**src/core/pds_pkg.sv**
```systemverilog
// Purpose: constants and types of the power domain sequencer
// Assumes: one clock, 40 MHz, async active-low reset
// Notes: mode codes equal the config bit position
// What this block does
// - per-domain, per-mode power config applied
// - one status bit per domain
// - request change only where config bits differ
// - all domains up in reset, then default run
// - default: domains 1 and 2 powered in all modes but standby, domain 0 in all
// - powered-down domain held in reset
// - access to powered-down domain gives error
// - only domain 2 config is writable
// - domains 0 and 1 on outside standby
// - down: clocks off, reset on, disconnect
// - up: connect, wait voltage, clocks, release
// - power-up may abort an unfinished power-down
// - standby: domain 0 on, domain 1 off
// - standby entry powers down cleared domains
// - standby left only by wakeup, to default run
// - wakeup starts power-up of off domains set on for default run
// - default run has domains 0 and 1 powered
// - kept memories retain in standby automatically
// - config bit 1 means on, 0 off
// - status bit 1 operable, 0 inoperable
package pds_pkg;
   localparam int NUM_DOM = 3;
   localparam logic [7:0] OFS_CONF0 = 8'h00;
   localparam logic [7:0] OFS_CONF1 = 8'h04;
   localparam logic [7:0] OFS_CONF2 = 8'h08;
   localparam logic [7:0] OFS_PSTAT = 8'h40;
   // mode codes, also the config bit index
   typedef logic [3:0] pds_mode_t;
   localparam pds_mode_t MODE_RESET = 4'h0;
   localparam pds_mode_t MODE_DEFAULT_RUN_MODE  = 4'h3;
   localparam pds_mode_t MODE_STBY  = 4'hd;
   localparam logic [15:0] MODE_VALID = 16'h25ff;
   localparam logic [15:0] CONF0_RST  = 16'h25ff;
   localparam logic [15:0] CONF1_RST  = 16'h05ff;
   localparam logic [15:0] CONF2_RST  = 16'h05ff;
   localparam logic [2:0]  PSTAT_RST  = 3'h7;
   typedef enum logic [2:0] {
      DS_ON, DS_CLK_OFF, DS_RST_ON, DS_OFF, DS_RAMP, DS_CLK_ON
   } pds_dom_state_t;
   typedef struct packed {
      logic [7:0]  addr;
      logic [31:0] wdata;
      logic        wr;
      logic        rd;
   } pds_bus_req_t;
   typedef struct packed {
      pds_mode_t newMode;
      logic      chg;
      logic      wakeup;
   } pds_mode_req_t;
   typedef struct packed {
      logic [NUM_DOM-1:0] supplyOn;
      logic [NUM_DOM-1:0] clkEn;
      logic [NUM_DOM-1:0] rstOn;
      logic [NUM_DOM-1:0] retain;
   } pds_dom_ctl_t;
endpackage : pds_pkg

```
**src/core/pds_power_domain_sequencer.sv**
```systemverilog
// Purpose: per-domain power sequencing by operating mode
// Assumes: mode requests are same-clock logic; voltOk is async
// Notes: domain 0 and 1 configs are constants
//
// The register offsets and the strobed register port were decided locally.
module pds_power_domain_sequencer (
   input  wire logic                   ref_clk,
   input  wire logic                   arst_n,
   input  wire pds_pkg::pds_bus_req_t  busReq,
   output logic [31:0]                 busRdata,
   input  wire pds_pkg::pds_mode_req_t modeReq,
   output pds_pkg::pds_mode_t          curMode,
   input  wire logic [2:0]             voltOk,
   input  wire logic                   periphReq,
   input  wire logic [1:0]             periphDom,
   output logic                        periphErr,
   output pds_pkg::pds_dom_ctl_t       domCtl,
   output logic [2:0]                  domStatus,
   output logic                        seqBusy
);
   import pds_pkg::*;

   // how a domain moves between its states:
   //   on        clocks running, reset released, supply connected
   //   clk-off   clocks stopped; reset is asserted from here on
   //   rst-on    one extra cycle in reset before the supply goes
   //   off       supply disconnected, reset held for as long as it stays here
   //   ramp      supply reconnected, waiting for the synchronised voltage-ok
   //   clk-on    clocks running again, reset still held for one cycle
   // a power-up target met in clk-off or rst-on goes straight to ramp with
   // reset held, so whatever the domain held is lost.
   // a power-down target met in ramp goes straight back to off.
   // targets change only when the operating mode changes, and only for the
   // domains whose config bit differs between the old and the new mode.
   // leaving standby is driven by the wakeup pulse alone; a mode change pulse
   // seen in standby is dropped silently.
   // the busy flag covers both a domain mid-sequence and a domain at rest whose
   // target already points the other way, so that the cycle in which a target
   // moves is not mistaken for a settled state.
   // domain 0 and domain 1 configs are constants; only domain 2 takes writes.

   typedef struct packed {
      pds_mode_t                     mode;
      logic [15:0]                   conf2;
      logic [NUM_DOM-1:0]            tgt;
      pds_dom_state_t [NUM_DOM-1:0]  ds;
      pds_dom_ctl_t                  ctl;
      logic [NUM_DOM-1:0]            stat;
      logic [NUM_DOM-1:0]            vok1;
      logic [NUM_DOM-1:0]            vok2;
      logic [31:0]                   rdata;
   } pds_state_t;

   pds_state_t st_reg;
   pds_state_t st_next;

   // config word of one domain
   function automatic logic [15:0] confOf(input int d, input logic [15:0] c2);
      logic [15:0] r;
      r = c2;
      if (d == 0) begin
         r = CONF0_RST;
      end else if (d == 1) begin
         r = CONF1_RST;
      end
      return r;
   endfunction : confOf

   // power bit of a domain in a mode, 1 = on
   function automatic logic cfgBit(input int d, input logic [15:0] c2,
                                   input pds_mode_t m);
      logic [15:0] w;
      w = confOf(d, c2);
      return w[m];
   endfunction : cfgBit

   // next state of one domain machine
   function automatic pds_dom_state_t stepDom(input pds_dom_state_t s,
                                              input logic t, input logic v);
      pds_dom_state_t n;
      n = s;
      unique case (s)
         DS_ON:      if (!t) n = DS_CLK_OFF;
         DS_CLK_OFF: n = t ? DS_RAMP : DS_RST_ON;
         DS_RST_ON:  n = t ? DS_RAMP : DS_OFF;
         DS_OFF:     if (t) n = DS_RAMP;
         DS_RAMP: begin
            if (!t) begin
               n = DS_OFF;
            end else if (v) begin
               n = DS_CLK_ON;
            end
         end
         DS_CLK_ON:  n = t ? DS_ON : DS_CLK_OFF;
         default:    n = DS_OFF;
      endcase
      return n;
   endfunction : stepDom

   logic anyBusy;
   logic allOn;
   logic newValid;

   // next-state logic
   always_comb begin
      st_next = st_reg;
      st_next.vok1 = voltOk;
      st_next.vok2 = st_reg.vok1;
      newValid = MODE_VALID[modeReq.newMode];
      allOn = 1'b1;
      anyBusy = 1'b0;
      for (int d = 0; d < NUM_DOM; d++) begin
         if (st_reg.ds[d] != DS_ON) allOn = 1'b0;
         if ((st_reg.ds[d] != DS_ON) && (st_reg.ds[d] != DS_OFF)) anyBusy = 1'b1;
         // a domain at rest but aimed the other way has a sequence pending
         if ((st_reg.ds[d] == DS_ON) && !st_reg.tgt[d]) anyBusy = 1'b1;
         if ((st_reg.ds[d] == DS_OFF) && st_reg.tgt[d]) anyBusy = 1'b1;
      end
      // mode change: compare old and new config bits
      if (st_reg.mode == MODE_STBY) begin
         if (modeReq.wakeup) begin
            st_next.mode = MODE_DEFAULT_RUN_MODE;
            for (int d = 0; d < NUM_DOM; d++) begin
               st_next.tgt[d] = cfgBit(d, st_reg.conf2, MODE_DEFAULT_RUN_MODE);
            end
         end
      end else if (modeReq.chg && newValid) begin
         st_next.mode = modeReq.newMode;
         for (int d = 0; d < NUM_DOM; d++) begin
            if (cfgBit(d, st_reg.conf2, modeReq.newMode) !=
                cfgBit(d, st_reg.conf2, st_reg.mode)) begin
               st_next.tgt[d] = cfgBit(d, st_reg.conf2, modeReq.newMode);
            end
         end
      end else if (st_reg.mode == MODE_RESET && allOn) begin
         st_next.mode = MODE_DEFAULT_RUN_MODE;
         for (int d = 0; d < NUM_DOM; d++) begin
            st_next.tgt[d] = cfgBit(d, st_reg.conf2, MODE_DEFAULT_RUN_MODE);
         end
      end
      // domain machines and their registered controls
      for (int d = 0; d < NUM_DOM; d++) begin
         st_next.ds[d] = stepDom(st_reg.ds[d], st_reg.tgt[d], st_reg.vok2[d]);
         st_next.ctl.supplyOn[d] = (st_next.ds[d] != DS_OFF);
         st_next.ctl.clkEn[d] = (st_next.ds[d] == DS_ON) ||
                                (st_next.ds[d] == DS_CLK_ON);
         st_next.ctl.rstOn[d] = (st_next.ds[d] != DS_ON);
         st_next.ctl.retain[d] = (st_next.ds[d] == DS_ON) &&
                                 (st_next.mode == MODE_STBY);
         st_next.stat[d] = (st_next.ds[d] == DS_ON);
      end
      // register writes: only domain 2 config takes them
      if (busReq.wr && busReq.addr == OFS_CONF2) begin
         st_next.conf2 = busReq.wdata[15:0] & MODE_VALID;
      end
      // register reads, data in the next cycle
      st_next.rdata = 32'h0;
      if (busReq.rd) begin
         unique case (busReq.addr)
            OFS_CONF0: st_next.rdata = {16'h0, CONF0_RST};
            OFS_CONF1: st_next.rdata = {16'h0, CONF1_RST};
            OFS_CONF2: st_next.rdata = {16'h0, st_reg.conf2};
            OFS_PSTAT: st_next.rdata = {29'h0, st_reg.stat};
            default:   st_next.rdata = 32'h0;
         endcase
      end
   end

   // state register
   always_ff @(posedge ref_clk or negedge arst_n) begin
      if (!arst_n) begin
         st_reg.mode <= MODE_RESET;
         st_reg.conf2 <= CONF2_RST;
         st_reg.tgt <= 3'h7;
         st_reg.ds <= '{default: DS_ON};
         st_reg.ctl.supplyOn <= 3'h7;
         st_reg.ctl.clkEn <= 3'h7;
         st_reg.ctl.rstOn <= 3'h0;
         st_reg.ctl.retain <= 3'h0;
         st_reg.stat <= PSTAT_RST;
         st_reg.vok1 <= 3'h0;
         st_reg.vok2 <= 3'h0;
         st_reg.rdata <= 32'h0;
      end else begin
         st_reg <= st_next;
      end
   end

   // outputs
   assign busRdata = st_reg.rdata;
   assign curMode = st_reg.mode;
   assign domCtl = st_reg.ctl;
   assign domStatus = st_reg.stat;
   assign seqBusy = anyBusy;
   assign periphErr = periphReq && (periphDom < 2'h3) &&
                      !st_reg.stat[periphDom];
endmodule : pds_power_domain_sequencer

```
**config.mk**
```make
export PLATFORM = sky130hd
export DESIGN_NAME = pds_power_domain_sequencer
export DESIGN_NICKNAME = d
export VERILOG_FILES = /design/src/core/pds_pkg.sv /design/src/core/pds_power_domain_sequencer.sv
export SDC_FILE = /design/constraint.sdc
export NUM_CORES = 1
export LEC_CHECK = 0
export BUFFER_PORTS_ARGS = -buffer_cell sky130_fd_sc_hd__clkbuf_2
export CAP_MARGIN = 20
export CORE_MARGIN = 4
export CORE_UTILIZATION = 50
export DETAILED_ROUTE_END_ITERATION = 6
export PLACE_DENSITY_LB_ADDON = 0.3
export SYNTH_ARGS = -nofsm -noshare
export SYNTH_HDL_FRONTEND = slang
export SYNTH_SLANG_ARGS = --single-unit
```
**constraint.sdc**
```tcl
create_clock -name ref_clk -period 2 [get_ports ref_clk]
set_input_delay 0.4 -clock ref_clk [delete_from_list [all_inputs] [get_ports ref_clk]]
set_output_delay 0.4 -clock ref_clk [all_outputs]
set_load 0.005 [all_outputs]
```
==> results of run 1 <==
==> worst register-to-register path, stage by stage (launching register included) <==
cell     delay (ns)
dfrtp_2        0.49
nor4_1         0.29
and4_1         0.26
o31a_1         0.15
o22ai_1        0.08
buf_4          0.16
nor4b_1        0.30
==> power by group through the flow <==
stage | Combinational, W | Clock, W | Sequential (W)
final | 0.00126 | 0.00113 | 0.00176
after global routing | 0.00142 | 0.00122 | 0.00180
after CTS | 0.00123 | 0.00116 | 0.00175
after detailed placement | 0.00122 | 0 | 0.00177
after global placement | 0.00119 | 0 | 0.00176
after floorplan | 0.00101 | 0 | 0.00166
==> final timing paths <==
check / slack, ns / to / depth (start not counted) / start
setup / recovery: 0.07 / seqBusy / 5 / st_reg[63]
hold / removal: 0.08 / busRdata[10] / 1 / arst_n
min in group ref_clk: 0.17 / st_next[34] / 1 / voltOk[2]
hold reg to reg: 0.35 / st_reg[33] / 0 / st_next[33]
setup reg to reg: 0.17 / domCtl[1] / 6 / curMode[1]
max in group asynchronous: 1.30 / domCtl[6] / 2 / arst_n
==> Yosys cell counts (3+ instances only) <==
cell type,instances
a21oi_1,19
and3_1,3
buf_4,52
clkbuf_1,5
dfrtp_1,37
dfstp_2,22
inv_1,13
mux2_2,12
nand2_1,10
nand2b_1,11
nor2_1,23
nor2b_1,5
nor4_1,6
o21a_1,10
o21ai_0,10
o22a_1,3
xnor2_1,4
==> cell type report <==
class	count	area [um2]
Fill cell	533	2390
Sequential cell	59	1510
Inverter	13	48.8
Clock buffer	12	165
Tap cell	75	93.8
Multi-Input combinational cell	180	1220
Timing Repair Buffer	86	518
Clock inverter	4	47.5
==> stage by stage <==
step	hold slack, ns	std cells	utilization (%)	setup slack [ns]	instance area (um2)
floorplan	0.104	312	-	0.0955	3200
global placement	0.333	410	56.0	0.0171	3350
detailed placement	0.336	410	56.0	-0.00189	3350
CTS	0.0951	426	59.6	0.00626	3570
global route	0.118	429	60.1	-0.0496	3600
finish	0.0836	429	60.1	0.0663	3600
==> routing by layer <==
metal	routed length, um	part of all wire [%]	global-route usage, %
met1	2580	43	21.1
met2	2850	47	26.0
met3	479	7.9	5.77
met4	139	2.3	7.51
met5	0	0	0
==> cells in the final DEF (no fill, tap or decap), types with 3 or more instances in the layout <==
cell	count
clkbuf_8	12
a21oi_1	19
xnor2_1	4
inv_1	13
buf_4	17
nor2_1	21
conb_1	21
o21ai_0	10
dfstp_2	22
dfrtp_1	36
clkbuf_2	66
nor4_1	6
o21a_1	10
nor2b_1	5
buf_12	3
nand2_1	10
o22a_1	3
nand2b_1	11
and3_1	3
mux2_2	12
==> timing repair <==
item,CTS,global route
buffers inserted,0,3
pin swaps,0,2
setup endpoints to repair,1,4
gates cloned,0,0
gates resized for setup,1,3
==> logic make-up (layout without fill, tap and decap cells) <==
kind of cell / Yosys count / count (layout) / share of synthesized area (%)
flops: 59 / 59 / 48.2
xor+xnor: 6 / 6 / 1.68
fa+ha+maj: 1 / 1 / 0.361
buf+inv: 73 / 115 / 15.4
mux: 18 / 18 / 8.10
compound gates: 60 / 60 / 13.0
simple gates: 74 / 74 / 13.2
other cells: 1 / 21 / 0.120
==> results.json, run 1 <==
{
  "status": "complete, no violations",
  "swShare_pct": 32.3,
  "rsz0062_at_grt": "true",
  "p_switching_w": 0.00134,
  "nNetsFinal": 405,
  "n_antenna_cell": 0,
  "ir_drop_v": 0.000540,
  "setup.worst_path.class": "flip-flop to primary output",
  "critical_path_buf_inv_count": 1,
  "drt_iter0_markers": 112,
  "cts_tree": "yes",
  "antenna_found_initial": 0,
  "synth-edff-count": 0,
  "finalSetupTns_ns": 0,
  "yosys-top-cells-area": "dfrtp_1 (30%), dfstp_2 (19%), buf_4 (13%), mux2_2 (4.3%), a21oi_1 (3.0%)",
  "root_buffer": "clkbuf_8",
  "drv_slew": 0,
  "p_seq_share_pct": 42.4,
  "core_area_um2": 5990,
  "cp.arrival_ns": 1.53,
  "internal_power_w": 0.00281,
  "netlist_area_um2": 3120,
  "ys.flop_type": "dfrtp_1",
  "yosys_warnings": 0,
  "synthCells": 292,
  "wl_um": 6050,
  "routedWlPerCell_um": 14.1,
  "numPortBuffers": 66,
  "clkTransAtPathRegs_ns": 0.06,
  "grt_max_degree": 25,
  "synthDistinctLibCells": 53,
  "dieHeight_um": 87,
  "cp_slowest_cell": "dfstp_2",
  "cp_cell_sequence": "and3_1 -> a21oi_1 -> o2111a_1 -> nand2_1 -> clkbuf_2",
  "vias_per_cell": 5.18,
  "routabilityCongestion": 0.871,
  "max_stage_delay_ns": 0.59,
  "crit_path_start_kind": "flip-flop",
  "insertion_delay_ns": 0.33,
  "finalSetupViolCount": 0,
  "grt_pass1_wl_um": 9700,
  "dr_total_vias": 2224,
  "p_comb_share_pct": 30.3,
  "ys_seq_elements": 59,
  "cts.sinks": 59,
  "start_util_pct": 52.1,
  "cp_max_fo": 7,
  "end_kind": "primary output",
  "worst_pin_slew_ns": 0.663,
  "first_pass_iters": 4,
  "ys_async_sr_fraction_pct": 100,
  "fmax_mhz": 517,
  "pin_count": 109,
  "finalPower_w": 0.00415,
  "cp_top_family": "flip-flops",
  "clkPwrFrac_pct": 27.2,
  "period_share_pct": 96.7,
  "drive_gt1_share_pct": 41.2,
  "crit_required_ns": 1.60,
  "fin_crit_ns": 1.93,
  "grt.total_usage_pct": 16.7,
  "ant_nets": 0,
  "p_leak_nw": 1.72,
  "cts_buffers": 9,
  "power_density_nw_per_um2": 1150,
  "ys_seq_area_share_pct": 48.2,
  "cts_max_level": 3,
  "skew_ns": 0.00594,
  "hold_buffers": 0,
  "die_area_um2": 7570,
  "cts_max_path_buffers": 2,
  "num_rows": 28,
  "hp-class": "input pin to async pin",
  "largest_register_ffs": 26,
  "synth_top_area_cell": "dfrtp_1",
  "hpwlAfterDp_um": 4570,
  "syn_area_per_cell_um2": 10.7,
  "area_delta_synth_final_pct": 15.4,
  "grt_pass1_vias": 2075,
  "relSlewSlack_pct": 55.8,
  "drc": 0,
  "finalHoldViolCount": 0,
  "yosysTopAreaCellShare_pct": 29.7,
  "drv_cap": 0,
  "grt_remaining_overflow": 0,
  "fp.dieW_um": 87
}
(Power assumes the default switching activity.)
==> run 2, diff against run 1 <==
--- a/config.mk
+++ b/config.mk
@@ -5,12 +5,14 @@
 export SDC_FILE = /design/constraint.sdc
 export NUM_CORES = 1
 export LEC_CHECK = 0
+export ABC_AREA = 0
 export BUFFER_PORTS_ARGS = -buffer_cell sky130_fd_sc_hd__clkbuf_2
 export CAP_MARGIN = 20
 export CORE_MARGIN = 4
 export CORE_UTILIZATION = 50
 export DETAILED_ROUTE_END_ITERATION = 6
 export PLACE_DENSITY_LB_ADDON = 0.3
+export RECOVER_POWER = 25
 export SYNTH_ARGS = -nofsm -noshare
 export SYNTH_HDL_FRONTEND = slang
 export SYNTH_SLANG_ARGS = --single-unit
==> run 2 against run 1 <==
Net effect: wire length is the same; die area unchanged; via count grew 0.27%; critical path type unchanged; critical endpoint unchanged.
==> results.json, run 2 (same netlist as run 1, synthesis figures left out) <==
{
  "cts_tree": "yes",
  "setup_ws_ns": 0.0710,
  "layout.cells.non_filler": 429,
  "antenna_found_initial": 0,
  "internal_power_w": 0.00280,
  "skew_ns": 0.00567,
  "power_density_nw_per_um2": 1160,
  "hold_end": "st_next[34]",
  "drv_slew": 0,
  "setup.worst_path.class": "flip-flop to primary output",
  "min_from": "voltOk[2]",
  "final_area_um2": 3570,
  "grt_remaining_overflow": 0,
  "grt_pass1_vias": 2075,
  "p_comb_share_pct": 30.2,
  "clkPwrFrac_pct": 27.2,
  "end_kind": "primary output",
  "finalSetupViolCount": 0,
  "r2r_cells": 6,
  "hp-class": "input pin to flip-flop",
  "dr_total_vias": 2230,
  "grt_pass1_wl_um": 9700,
  "die_area_um2": 7570,
  "routabilityCongestion": 0.871,
  "min_path_cells": 1,
  "crit_path_start_kind": "flip-flop",
  "num_rows": 28,
  "nNetsFinal": 405,
  "dp.cells": 410,
  "period_share_pct": 96.5,
  "fp.dieW_um": 87,
  "finalPower_w": 0.00414,
  "fmax_mhz": 518,
  "finalSetupTns_ns": 0,
  "r2r-end": "domCtl[1]",
  "placement.cell_area_um2": 3350,
  "largest_register_ffs": 26,
  "insertion_delay_ns": 0.33,
  "p_leak_nw": 1.71,
  "area_delta_synth_final_pct": 14.4,
  "drc": 0,
  "grt_max_degree": 25,
  "numPortBuffers": 66,
  "ant_nets": 0,
  "pre_cts_slack_ns": -0.00189,
  "first_pass_iters": 4,
  "root_buffer": "clkbuf_8",
  "crit_required_ns": 1.60,
  "finalHoldViolCount": 0,
  "cts_max_level": 3,
  "clkTransAtPathRegs_ns": 0.07,
  "ff2ff_setup_slack_ns": 0.17,
  "cts_max_path_buffers": 2,
  "regToRegStartpoint": "curMode[1]",
  "wl_um": 6050,
  "pin_count": 109,
  "hpwlAfterDp_um": 4570,
  "core_area_um2": 5990,
  "fin_crit_ns": 1.93,
  "grt.total_usage_pct": 16.7,
  "cts.sinks": 59,
  "fillers": 537,
  "drv_cap": 0,
  "ir_drop_v": 0.000541,
  "n_antenna_cell": 0,
  "cts_buffers": 9,
  "worst_pin_slew_ns": 1.26,
  "dieHeight_um": 87,
  "final_common_cell": "clkbuf_2",
  "rsz0062_at_grt": "true",
  "routedWlPerCell_um": 14.1,
  "drt_iter0_markers": 110,
  "vias_per_cell": 5.20,
  "final_cell_mix": "clkbuf_2 (67), dfrtp_1 (36), dfstp_2 (22)",
  "cp.arrival_ns": 1.53,
  "start_util_pct": 52.1,
  "swShare_pct": 32.4,
  "p_seq_share_pct": 42.5,
  "p_switching_w": 0.00134,
  "hold_buffers": 0,
  "cp_max_fo": 7,
  "relSlewSlack_pct": 16.1,
  "status": "complete, no violations",
  "drive_gt1_share_pct": 41.0
}
## run 2: cell type report
cell class	instances	area [um2]	share of cell area, %
Sequential cell	59	1510	42.2
Timing Repair Buffer	86	487	13.6
Clock buffer	12	165	4.63
Multi-Input combinational cell	180	1220	34.2
Tap cell	75	93.8	2.63
Inverter	13	48.8	1.37
Clock inverter	4	47.5	1.33
## run 2: metrics by stage
step	utilization, %	hold slack (ns)
2_1_floorplan	-	0.104
3_3_place_gp	56.0	0.333
3_5_place_dp	56.0	0.336
4_1_cts	59.6	0.0951
5_1_grt	59.6	0.139
6_report	59.6	0.167
## run 2: worst max-delay path by stage
stage | from | endpoint | slack (ns) | depth (start not counted)
2_1_floorplan | busReq[35] | st_reg[67] | 0.1 | 5
3_3_place_gp | busReq[35] | st_reg[69] | 0.02 | 6
3_5_place_dp | busReq[35] | st_reg[68] | -0.002 | 6
4_1_cts | st_reg[54] | seqBusy | 0.006 | 7
5_1_grt | st_reg[53] | seqBusy | -0.05 | 7
6_report | st_reg[63] | seqBusy | 0.07 | 5
## run 2: power by group through the flow
stage | combinational [W] | sequential [W] | clock [W]
after global placement | 0.00119 | 0.00176 | 0
after global routing | 0.00141 | 0.00180 | 0.00122
after floorplan | 0.00101 | 0.00166 | 0
after CTS | 0.00123 | 0.00175 | 0.00116
final | 0.00125 | 0.00176 | 0.00113
after detailed placement | 0.00122 | 0.00177 | 0
## run 2: routing by layer
layer  GRT usage [%]  wire, um  up-vias
li1                -         -     1070
met1            21.1      2590     1066
met2            26.0      2840       79
met3            5.77       471       15
met4            7.51       139        0
met5               0         0        -
## run 2: critical path, stage by stage (launching register included)
cell	delay, ns
dfstp_2	0.59
and3_1	0.16
a21oi_1	0.04
o2111a_1	0.22
nand2_1	0.07
clkbuf_2	0.11
## run 2: what timing repair did
action	in CTS	in global routing
pin swaps	0	2
endpoints found under the setup margin	1	4
gates resized for setup	1	3
buffers inserted	0	3
